File: src/rtl/drr_map.svh
`ifndef DRR_MAP_SVH
`define DRR_MAP_SVH
// message codes
`define DRR_CODE_REQ 8'h22
`define DRR_CODE_RDR 8'h23
// byte positions, most significant byte first
`define DRR_B_CODE 0
`define DRR_B_TAG 2
`define DRR_B_OFS 4
`define DRR_B_RPID 4
`define DRR_B_CNT 8
`define DRR_B_CHAN 12
`define DRR_B_XID 14
`define DRR_B_OPATH 16
`define DRR_B_OPORT 20
// message lengths in bytes
`define DRR_LEN_REQ 5'h0E
`define DRR_LEN_RDR 5'h15
// modulo-eight mask
`define DRR_MOD8_MASK 32'h00000007
// error codes reported upward
`define DRR_ERR_NONE 2'h0
`define DRR_ERR_RPID 2'h1
`define DRR_ERR_FIELD 2'h2
`define DRR_ERR_UNEXP 2'h3
// buffer depth
`define DRR_BUF_DEPTH 2
`endif

File: src/rtl/drr_pkg.sv
package drr_pkg;
    // one parsed message, both kinds share the layout
    typedef struct packed {
        logic [7:0] code;
        logic [15:0] tag;
        logic [31:0] ofs_rpid;
        logic [31:0] cnt;
        logic [15:0] chan;
        logic [15:0] xid;
        logic [31:0] opath;
        logic [7:0] oport;
    } drr_msg_t;
    // one outgoing data word with its frame address
    typedef struct packed {
        logic [31:0] path;
        logic [15:0] chan;
        logic [7:0] port;
        logic [7:0] data;
        logic last;
    } drr_word_t;
endpackage

File: src/rtl/drr_if.sv
`timescale 1ns/10ps
interface drr_if;
    import drr_pkg::*;
    // message byte stream, requester to data source
    logic msg_valid;
    logic msg_ready;
    logic [7:0] msg_byte;
    logic msg_last;
    // data stream, source to receiver
    logic dat_valid;
    logic dat_ready;
    drr_word_t dat_word;
    modport src (input msg_valid, msg_byte, msg_last, dat_ready, output msg_ready, dat_valid, dat_word);
    modport req (output msg_valid, msg_byte, msg_last, dat_ready, input msg_ready, dat_valid, dat_word);
endinterface

File: src/rtl/drr_src_end.sv
`timescale 1ns/10ps
`include "drr_map.svh"
module drr_src_end (
    input wire logic CLK_I,
    input wire logic NRST_I,
    drr_if.src LINK,
    input wire logic [31:0] CMD_RPID_I,
    input wire logic [31:0] XFER_LEN_I,
    input wire logic [7:0] CMD_PORT_I,
    input wire logic [31:0] CMD_PATH_I,
    input wire logic LAST_BYTE_I,
    input wire logic [7:0] DATA_I,
    output logic DATA_TAKE_O,
    output logic ALERT_O,
    output logic RESP_O,
    output logic [1:0] ERR_CODE_O,
    output logic [15:0] TAG_O,
    output logic ACTIVE_O
);
    import drr_pkg::*;
    // intake, one cycle of checking, then data out
    typedef enum logic [1:0] {S_RX, S_CHK, S_SEND} drr_state_t;
    // whole state of the source end
    typedef struct packed {
        drr_state_t st;
        logic [167:0] sh;
        logic [4:0] n;
        drr_msg_t m;
        logic [31:0] left;
        logic alert;
        logic resp;
        logic [1:0] err;
        logic [15:0] tag;
    } drr_src_st_t;
    // registered state and its next value
    drr_src_st_t st_r, st_nxt;
    drr_word_t w; // word offered to the buffer
    logic b_ready, b_valid; // buffer handshake on the push side
    drr_msg_t pm; // message as parsed in the check cycle
    logic is_req, is_rdr; // code and length agree
    logic ofs_bad, cnt_bad, sum_bad, rpid_bad; // single field faults
    // modulo-eight check, used for offset and count
    function automatic logic mod8_bad(input logic [31:0] v);
        mod8_bad = ((v & `DRR_MOD8_MASK) != 32'h0);
    endfunction
    // unpack the shifted image into fields
    function automatic drr_msg_t unpack(input logic [167:0] s, input logic [4:0] n);
        logic [167:0] a;
        a = (n == `DRR_LEN_REQ) ? {s[111:0], 56'h0} : s;
        // the reserved second byte has no field, so it is cut out here
        unpack = {a[167:160], a[151:0]};
    endfunction
    // the buffer holds two words so a receiver stall loses none
    drr_buf u_buf (
        .CLK_I(CLK_I),
        .NRST_I(NRST_I),
        .in_valid_i(b_valid),
        .in_ready_o(b_ready),
        .in_word_i(w),
        .out_valid_o(LINK.dat_valid),
        .out_ready_i(LINK.dat_ready),
        .out_word_o(LINK.dat_word)
    );
    // ready only in intake; a message that arrives mid-transfer waits on the link
    assign LINK.msg_ready = (st_r.st == S_RX);
    assign b_valid = (st_r.st == S_SEND);
    // the data source steps on exactly when a word enters the buffer
    assign DATA_TAKE_O = b_valid && b_ready;
    // status outputs come straight from flip-flops, except ACTIVE_O, which is decoded from the state
    assign ALERT_O = st_r.alert;
    assign RESP_O = st_r.resp;
    assign ERR_CODE_O = st_r.err;
    assign TAG_O = st_r.tag;
    assign ACTIVE_O = (st_r.st == S_SEND);
    // field checks of the message held in the shifter
    always_comb begin
        pm = unpack(st_r.sh, st_r.n);
        is_req = (st_r.n == `DRR_LEN_REQ) && (pm.code == `DRR_CODE_REQ);
        is_rdr = (st_r.n == `DRR_LEN_RDR) && (pm.code == `DRR_CODE_RDR);
        ofs_bad = mod8_bad(pm.ofs_rpid);
        // a count off the eight grid is only legal when it carries the final byte
        cnt_bad = mod8_bad(pm.cnt) && !LAST_BYTE_I;
        // one bit wider so that a huge offset cannot wrap below the limit
        sum_bad = ({1'b0, pm.ofs_rpid} + {1'b0, pm.cnt}) > {1'b0, XFER_LEN_I};
        rpid_bad = (pm.ofs_rpid != CMD_RPID_I);
    end
    // data word address: redirect uses out path and port
    always_comb begin
        w.data = DATA_I;
        w.last = (st_r.left == 32'h1);
        // channel always comes from the message
        w.chan = st_r.m.chan;
        if (st_r.m.code == `DRR_CODE_RDR) begin
            // redirect: out path and port from the message
            w.path = st_r.m.opath;
            w.port = st_r.m.oport;
        end else begin
            // plain request: the command's own path and port
            w.path = CMD_PATH_I;
            w.port = CMD_PORT_I;
        end
    end
    // message intake, check and transfer sequencing
    always_comb begin
        st_nxt = st_r;
        // alert and response are one-cycle pulses
        st_nxt.alert = 1'b0;
        st_nxt.resp = 1'b0;
        case (st_r.st)
            S_RX: begin
                // bytes come most significant first and shift in at the bottom
                if (LINK.msg_valid) begin
                    st_nxt.sh = {st_r.sh[159:0], LINK.msg_byte};
                    // the count saturates, so an overlong message cannot wrap onto a valid length
                    if (st_r.n != 5'h1F) begin
                        st_nxt.n = st_r.n + 5'h1;
                    end
                    if (LINK.msg_last) begin
                        st_nxt.st = S_CHK;
                    end
                end
            end
            S_CHK: begin
                // one message at a time: the next waits until this transfer ends
                st_nxt.m = pm;
                st_nxt.tag = pm.tag;
                st_nxt.left = pm.cnt;
                st_nxt.n = 5'h0;
                st_nxt.sh = '0;
                st_nxt.st = S_RX;
                st_nxt.err = `DRR_ERR_NONE;
                if (is_req) begin
                    // plain request: every field fault, the optional sum too, gets a response
                    if (ofs_bad || cnt_bad || sum_bad) begin
                        st_nxt.err = `DRR_ERR_FIELD;
                        st_nxt.resp = 1'b1;
                    end else if (pm.cnt != 32'h0) begin
                        st_nxt.st = S_SEND;
                    end
                end else if (is_rdr) begin
                    // return path goes first: a foreign sender gets an alert, not a response
                    if (rpid_bad) begin
                        st_nxt.err = `DRR_ERR_RPID;
                        st_nxt.alert = 1'b1;
                    end else if (cnt_bad) begin
                        st_nxt.err = `DRR_ERR_FIELD;
                        st_nxt.resp = 1'b1;
                    end else if (pm.cnt != 32'h0) begin
                        // a zero count moves nothing and leaves the requester waiting
                        st_nxt.st = S_SEND;
                    end
                end else begin
                    // unknown code, or a length that does not fit the code
                    st_nxt.err = `DRR_ERR_UNEXP;
                    st_nxt.alert = 1'b1;
                end
                // a rejection only drops the message, nothing else is torn down
            end
            S_SEND: begin
                // whole transfer finishes before the next message is taken
                // the buffer absorbs a receiver stall, so every pushed word is delivered
                if (b_ready) begin
                    st_nxt.left = st_r.left - 32'h1;
                    // the word with last set closes the message
                    if (st_r.left == 32'h1) begin
                        st_nxt.st = S_RX;
                    end
                end
            end
            default: begin
                // unused encoding, back to intake
                st_nxt.st = S_RX;
            end
        endcase
    end
    // state register
    // async clear leaves the end in intake with nothing in flight
    always_ff @(posedge CLK_I or negedge NRST_I) begin
        if (!NRST_I) begin
            st_r <= '0;
        end else begin
            st_r <= st_nxt;
        end
    end
endmodule

File: src/rtl/drr_buf.sv
`timescale 1ns/10ps
`include "drr_map.svh"
module drr_buf (
    input wire logic CLK_I,
    input wire logic NRST_I,
    input wire logic in_valid_i,
    output logic in_ready_o,
    input wire drr_pkg::drr_word_t in_word_i,
    output logic out_valid_o,
    input wire logic out_ready_i,
    output drr_pkg::drr_word_t out_word_o
);
    import drr_pkg::*;
    // two words plus pointers and fill level
    typedef struct packed {
        drr_word_t [1:0] mem;
        logic wp;
        logic rp;
        logic [1:0] cnt;
    } drr_buf_st_t;
    drr_buf_st_t st_r, st_nxt;
    logic push, pop;
    // honest full and empty straight from the count
    assign in_ready_o = (st_r.cnt != 2'(`DRR_BUF_DEPTH));
    assign out_valid_o = (st_r.cnt != 2'h0);
    assign out_word_o = st_r.mem[st_r.rp];
    assign push = in_valid_i && in_ready_o;
    assign pop = out_valid_o && out_ready_i;
    // next state
    always_comb begin
        st_nxt = st_r;
        if (push) begin
            st_nxt.mem[st_r.wp] = in_word_i;
            st_nxt.wp = ~st_r.wp;
        end
        if (pop) begin
            st_nxt.rp = ~st_r.rp;
        end
        st_nxt.cnt = st_r.cnt + 2'(push) - 2'(pop);
    end
    // state register
    always_ff @(posedge CLK_I or negedge NRST_I) begin
        if (!NRST_I) begin
            st_r <= '0;
        end else begin
            st_r <= st_nxt;
        end
    end
endmodule

File: src/flat_wrapper.sv
// flat-port wrapper written by rule: the top's interface ports become plain ports
module drr_src_end_flat import drr_pkg::*;
  (CLK_I, NRST_I, CMD_RPID_I, XFER_LEN_I, CMD_PORT_I, CMD_PATH_I, LAST_BYTE_I, DATA_I, DATA_TAKE_O, ALERT_O, RESP_O, ERR_CODE_O, TAG_O, ACTIVE_O, LINK_msg_valid, LINK_msg_byte, LINK_msg_last, LINK_dat_ready, LINK_msg_ready, LINK_dat_valid, LINK_dat_word);
  drr_if LINK_i ();
  input wire logic CLK_I;
  input wire logic NRST_I;
  input wire logic [31:0] CMD_RPID_I;
  input wire logic [31:0] XFER_LEN_I;
  input wire logic [7:0] CMD_PORT_I;
  input wire logic [31:0] CMD_PATH_I;
  input wire logic LAST_BYTE_I;
  input wire logic [7:0] DATA_I;
  output logic DATA_TAKE_O;
  output logic ALERT_O;
  output logic RESP_O;
  output logic [1:0] ERR_CODE_O;
  output logic [15:0] TAG_O;
  output logic ACTIVE_O;
  input wire logic [$bits(LINK_i.msg_valid)-1:0] LINK_msg_valid;
  input wire logic [$bits(LINK_i.msg_byte)-1:0] LINK_msg_byte;
  input wire logic [$bits(LINK_i.msg_last)-1:0] LINK_msg_last;
  input wire logic [$bits(LINK_i.dat_ready)-1:0] LINK_dat_ready;
  output wire logic [$bits(LINK_i.msg_ready)-1:0] LINK_msg_ready;
  output wire logic [$bits(LINK_i.dat_valid)-1:0] LINK_dat_valid;
  output wire logic [$bits(LINK_i.dat_word)-1:0] LINK_dat_word;
  assign LINK_i.msg_valid = LINK_msg_valid;
  assign LINK_i.msg_byte = LINK_msg_byte;
  assign LINK_i.msg_last = LINK_msg_last;
  assign LINK_i.dat_ready = LINK_dat_ready;
  assign LINK_msg_ready = LINK_i.msg_ready;
  assign LINK_dat_valid = LINK_i.dat_valid;
  assign LINK_dat_word = LINK_i.dat_word;
  drr_src_end u_core (.CLK_I(CLK_I), .NRST_I(NRST_I), .LINK(LINK_i), .CMD_RPID_I(CMD_RPID_I), .XFER_LEN_I(XFER_LEN_I), .CMD_PORT_I(CMD_PORT_I), .CMD_PATH_I(CMD_PATH_I), .LAST_BYTE_I(LAST_BYTE_I), .DATA_I(DATA_I), .DATA_TAKE_O(DATA_TAKE_O), .ALERT_O(ALERT_O), .RESP_O(RESP_O), .ERR_CODE_O(ERR_CODE_O), .TAG_O(TAG_O), .ACTIVE_O(ACTIVE_O));
endmodule
File: config.mk
export PLATFORM = sky130hd
export DESIGN_NAME = drr_src_end_flat
export DESIGN_NICKNAME = d
export VERILOG_FILES = /design/src/rtl/drr_pkg.sv /design/src/rtl/drr_if.sv /design/src/rtl/drr_src_end.sv /design/src/rtl/drr_buf.sv /design/src/flat_wrapper.sv
export VERILOG_INCLUDE_DIRS = /design/src /design/src/rtl
export SDC_FILE = /design/constraint.sdc
export NUM_CORES = 1
export LEC_CHECK = 0
export ABC_AREA = 1
export BUFFER_PORTS_ARGS = -buffer_cell sky130_fd_sc_hd__buf_2
export CORE_ASPECT_RATIO = 1.4
export CORE_MARGIN = 5
export CORE_UTILIZATION = 40
export DETAILED_ROUTE_END_ITERATION = 10
export PLACE_DENSITY_LB_ADDON = 0.15
export SLEW_MARGIN = 20
export SYNTH_ARGS = -nofsm -noshare
export SYNTH_HDL_FRONTEND = slang
export SYNTH_SLANG_ARGS = --single-unit
File: constraint.sdc
create_clock -name CLK_I -period 4.09 [get_ports CLK_I]
set_clock_uncertainty 0.2 [all_clocks]
set_input_delay 0.818 -clock CLK_I [delete_from_list [all_inputs] [get_ports CLK_I]]
set_output_delay 0.818 -clock CLK_I [all_outputs]
set_load 0.02 [all_outputs]
==> results of run 1 <==
[worst max path at each step]
| stage | start | to | slack [ns] | depth (start not counted) |
|---|---|---|---|---|
| final | u_core.st_r[212] | u_core.RESP_O | -0.65 | 38 |
| after global routing | u_core.st_r[212] | u_core.RESP_O | -0.94 | 38 |
| after CTS | u_core.st_r[212] | u_core.st_r[386] | -0.59 | 39 |
| after detailed placement | u_core.st_r[212] | u_core.RESP_O | -0.99 | 28 |
| after global placement | u_core.st_r[212] | u_core.RESP_O | -1.05 | 28 |
| after floorplan | u_core.st_r[212] | u_core.st_r[386] | -0.22 | 40 |
[where the power goes]
part | switching [W] | total (W) | leakage [nW] | internal (W)
clock | 0.00168 | 0.00407 | 0.719 | 0.00239
sequential | 0.000518 | 0.00550 | 5.67 | 0.00499
combinational | 0.00331 | 0.00516 | 8.51 | 0.00185
total | 0.00551 | 0.0147 | 14.9 | 0.00923
[per-layer routing]
| layer | vias to the layer above | global-route usage | wire length, µm |
|---|---|---|---|
| li1 | 10462 | - | - |
| met1 | 10564 | 0.325 | 34000 |
| met2 | 678 | 0.489 | 44300 |
| met3 | 209 | 0.0341 | 4120 |
| met4 | 0 | 0.158 | 6140 |
| met5 | - | 0 | 0 |
[state kept, by name, indices dropped and copies added (netlist names)]
name	cells
u_core.ERR_CODE_O	2
u_core.TAG_O	16
u_core.ALERT_O	1
u_core.st_r	271
u_core.RESP_O	1
u_core.u_buf.st_r	134
[cell type report]
type	count	area, µm²
clock buffers	62	1260
clock inverters	16	186
fillers	5605	27800
inverters	458	1730
multi-input cells	1865	10600
flip-flops and latches	425	10600
well taps	742	928
repair buffers	609	4320
[what timing repair did]
item / CTS / global route
hold buffers: 0 / 0
endpoints found under the setup margin: 3 / 3
pin swaps: 23 / 30
resized for setup: 76 / 57
gates cloned: 1 / 2
setup buffers: 10 / 7
[synth_stat cells, types with 2 or more instances]
cell and count:
o21bai_1 3, dfrtp_1 425, clkbuf_1 86, a211oi_1 3
o211ai_1 10, o21ai_2 4, buf_4 28, nor2_2 5
a21oi_1 89, mux2_2 65, o21ai_0 352, a21o_1 6
inv_2 8, inv_1 447, xor2_1 28, nor3_1 15
nand2_2 8, xnor2_1 13, o22ai_1 158, buf_2 21
buf_6 8, o31ai_1 5, nand3b_1 23, nor4_1 10
clkinv_1 2, buf_1 12, ha_1 70, o21ai_1 20
nand4_1 15, nand2_1 618, o21a_1 8, nor2_1 164
a31oi_1 3, nor4b_1 2, nand3_1 148, nor2_4 4
[through the flow]
stage	std cells	cell area (µm²)
2_1_floorplan	2902	23100
6_report	4177	29600
5_1_grt	4177	29600
3_5_place_dp	4080	27400
4_1_cts	4168	29300
3_3_place_gp	4080	27400
[cell families (layout without fill, tap and decap cells)]
| logic type | count (synthesis) | after routing | share of synthesized area |
|---|---|---|---|
| AO/OA/AOI/OAI | 668 | 668 | 0.159 |
| XOR/XNOR | 41 | 41 | 0.0156 |
| adder cells (fa/ha/maj) | 71 | 71 | 0.0388 |
| buffers and inverters | 613 | 1145 | 0.108 |
| flip-flops | 425 | 425 | 0.461 |
| multiplexers | 65 | 65 | 0.0317 |
| AND/OR/NAND/NOR | 1019 | 1020 | 0.186 |
==> results.toml, run 1 <==
[cts]
cts_tree = "built"
path_clk_slew_ns = 0.07
cts_sinks = 425
cts_max_path_buffers = 3
clk_latency_ns = 0.57
numCtsBuffers = 43
h-tree-depth = 2
cts_root_buf = "clkbuf_16"

[critical_path]
rrSetupSlack_ns = -0.65
worstSetupStartpointType = "flop"
rr_worst_depth = 38
path_common_cell = "nand2_1"
critical_path_class = "flop to flop"
path_max_fanout = 8
critPathSlowestCell = "dfrtp_1"
cp_top_family = "simple AND/OR/NAND/NOR gates"
r2r-end = "u_core.RESP_O"
r2r-start = "u_core.st_r[212]"
arrival_ns = 4.97
path_buf_inv = 6
slowest_delay_ns = 0.38
end_kind = "flop"
critPathRequiredTime_ns = 4.32

[drt]
wl_per_cell_um = 21.2
wl_um = 88500
via_count = 21913
antenna_left = 0
via_per_inst = 5.25
dr.pass1.iters = 5
drtIter0Drc = 1827
drc = 0

[flow_run]
cap_violations = 0

[timing]
setup_viol = 3
max_freq_mhz = 211
setup_tns_ns = -1.91
grt_setup_unrepaired = "yes"
worst_slack_ns = -0.650
hold_viol_final = 0
slew_viol_final = 0
worst_slew_pin_slew_ns = 0.855
fin_hold_ws_ns = 0.0426
fin_crit_sh = 1.16
slew_headroom = 0.430
layout_min_cycle_time_ns = 4.74

[layout]
fin_util = 0.516
nets = 3599
final_cell_mix = "nand2_1 (594), inv_1 (435), dfrtp_1 (424)"
drive_above_1_share = 0.259
synthToLayoutAreaGrowth_pct = 28.4
diodes = 0
final_common_cell = "nand2_1"

[yosys]
synth_edf_count = 0
ys.flop_type = "dfrtp_1"
yosysTopAreaCellShare = 0.461
async_reset_ff_frac = 1.00
syn_inst = 2902
syn_area_mm2 = 0.0231
synth_seq_cells = 425
yosys_warnings = 0
synth_nets = 3099
ys_types = 52
ys_top_cells_by_area = "dfrtp_1 (46%), nand2_1 (10%), o21ai_0 (7.6%)"
yosysSeqAreaShare = 0.461
syn_avg_cell_area_um2 = 7.95
synth_largest_area_cell = "dfrtp_1"

[die]
io_pins = 215
row_count = 104
dieArea_mm2 = 0.0626
initial_utilization = 0.402
die_h_um = 294
core-area_mm2 = 0.0574
fp.dieW_um = 213

[global_route]
overflow = 0
grt_pass1_vias = 22142
grt_max_degree = 163
grt_use_total = 0.278
grt_pass1_wl_um = 133000
antenna_found_initial = 1

[pwr]
finalPower_w = 0.0147
power_density_mw_per_mm2 = 497
power_leakage_nw = 14.9
irDropWorstVdd_mv = 0.349

[outcome]
violations = "negative setup slack"
status = "complete, but fails checks"

[place]
portBuffers = 214
dp.final_hpwl_um = 69300
globalplace.congestion = 1.01
pre_cts_ws_ns = -0.988

[worst_hold_path]
holdCritPathClass = "input port to async pin"
No activity file was read; power rests on OpenSTA's default activity.
==> run 2: changes to the inputs <==
Settings changed: CELL_PAD_IN_SITES_DETAIL_PLACEMENT set to 1, CELL_PAD_IN_SITES_GLOBAL_PLACEMENT set to 1.
==> results.toml, run 2 (synthesis results as in run 1) <==
[outcome]
status = "complete, but fails checks"
violations = "negative setup slack"

[critical_path]
path_common_cell = "nand2_1"
arrival_ns = 5.09
critPathSlowestCell = "dfrtp_1"
worstSetupStartpointType = "flop"
critPathRequiredTime_ns = 4.37
rr_worst_depth = 40
critical_path_class = "flop to flop"
path_max_fanout = 8
end_kind = "flop"
slowest_delay_ns = 0.39

[drt]
via_per_inst = 5.37
dr.pass1.iters = 5
via_count = 22513
drc = 0
wl_per_cell_um = 22.5
drtIter0Drc = 1474
antenna_left = 0
wl_um = 94300

[global_route]
grt_use_total = 0.296
antenna_found_initial = 2
grt_pass1_vias = 24313
overflow = 0
grt_pass1_wl_um = 143000
grt_max_degree = 163

[cts]
clk_latency_ns = 0.58
cts_sinks = 425
ctsHoldBuffers = 0
path_clk_slew_ns = 0.06
numCtsBuffers = 45
h-tree-depth = 2
cts_tree = "built"
cts_root_buf = "clkbuf_16"
cts_max_path_buffers = 3

[pwr]
p_switching_w = 0.00573
power_density_mw_per_mm2 = 496
power_frac_comb = 0.345
switching_share = 0.379
pwr-share-clk = 0.286
p_int_w = 0.00938
power_leakage_nw = 15.1
seq_power_share = 0.370
irDropWorstVdd_mv = 0.297

[layout]
largest_reg_flops = 271
fillerInstances = 6946
synthToLayoutAreaGrowth_pct = 31.9
drive_above_1_share = 0.287
largest_register = "u_core.st_r"
fin_util = 0.530
nets = 3614
final_common_cell = "nand2_1"
final_cell_mix = "nand2_1 (562), inv_1 (428), dfrtp_1 (424)"

[timing]
setup_tns_ns = -2.08
slew_viol_final = 0
grt_setup_unrepaired = "yes"
slew_headroom = 0.348
setup_viol = 3
fin_crit_sh = 1.18
hold_viol_final = 0
max_freq_mhz = 208
layout_min_cycle_time_ns = 4.81
worst_slack_ns = -0.721
worst_slew_pin_slew_ns = 0.978
fin_hold_ws_ns = 0.0711

[place]
globalplace.congestion = 0.996
dp.final_hpwl_um = 73100
portBuffers = 214

[die]
die_h_um = 294
core-area_mm2 = 0.0574
dieArea_mm2 = 0.0626
row_count = 104
io_pins = 215
initial_utilization = 0.402
fp.dieW_um = 213

[worst_hold_path]
holdCritPathClass = "input port to async pin"

[flow_run]
cap_violations = 0
==> run 2: changes by cell type in the layout (fill, tap and decap cells not counted), moves of 6 or more <==
| cell | before | now |
|---|---|---|
| clkinv_2 | 10 | 1 |
| o21ai_4 | 3 | 13 |
| inv_2 | 19 | 25 |
| a21oi_1 | 74 | 68 |
| nand2_1 | 594 | 562 |
| nand2_2 | 24 | 50 |
| nor2_2 | 14 | 22 |
| nor2_1 | 152 | 142 |
| ha_4 | 13 | 31 |
| ha_1 | 56 | 39 |
| buf_4 | 369 | 379 |
| inv_1 | 435 | 428 |
==> run 2: path summary, 6_finish.rpt <==
kind | from | to | slack (ns)
worst min-delay path | NRST_I | u_core.u_buf.st_r[54] | 0.07
worst max register to register | u_core.st_r[212] | u_core.RESP_O | -0.72
max in group asynchronous | NRST_I | u_core.st_r[245] | 2.68
worst min register to register | u_core.st_r[379] | u_core.st_r[379] | 0.28
worst max-delay path | u_core.st_r[212] | u_core.RESP_O | -0.72
min in group CLK_I | LINK_msg_last | u_core.st_r[385] | 0.24
==> run 2: layout make-up <==
cell class | instances | area (µm²) | area share
flip-flops and latches | 425 | 10600 | 0.350
inverters | 458 | 1730 | 0.0567
well taps | 742 | 928 | 0.0305
clock buffers | 71 | 1390 | 0.0455
multi-input cells | 1865 | 11100 | 0.366
clock inverters | 9 | 179 | 0.00588
repair buffers | 622 | 4430 | 0.146
diodes | 2 | 5.00 | 0.000164
==> run 2: through the flow <==
| step | area [µm²] | instances | total power (W) | worst slack [ns] |
|---|---|---|---|---|
| 4_1_cts | 29900 | 4176 | 0.0152 | -0.656 |
| 2_1_floorplan | 23100 | 2902 | 0.00894 | -0.216 |
| 3_5_place_dp | 27400 | 4080 | 0.0108 | -1.28 |
| 3_3_place_gp | 27400 | 4080 | 0.0105 | -1.27 |
| 5_1_grt | 30400 | 4192 | 0.0160 | -1.01 |
| 6_report | 30400 | 4194 | 0.0151 | -0.721 |
==> run 2: repair_timing <==
item,in CTS,in global routing
cloned,3,1
pin swaps,37,71
endpoints found under the setup margin,3,3
gates resized for setup,160,99
setup buffers,13,16
==> run 2: critical path: cells and delay by family (launching register included) <==
family,cells,cell delay [ns]
buf+inv,9,0.90
simple gates,24,2.02
xor+xnor,1,0.19
flops,1,0.39
fa+ha+maj,3,0.57
compound gates,3,0.39
==> run 2: layer usage <==
layer	track usage	share of wire
met2	0.534	0.51
met1	0.353	0.39
met5	0	0
met4	0.134	0.057
met3	0.0306	0.039
==> run 2: power groups by stage <==
| stage | registers [W] | clock network [W] | logic (W) |
|---|---|---|---|
| 3_5_place_dp | 0.00565 | 0 | 0.00510 |
| 2_1_floorplan | 0.00536 | 0 | 0.00358 |
| 6_report | 0.00558 | 0.00431 | 0.00521 |
| 5_1_grt | 0.00567 | 0.00459 | 0.00575 |
| 3_3_place_gp | 0.00558 | 0 | 0.00491 |
| 4_1_cts | 0.00558 | 0.00441 | 0.00518 |
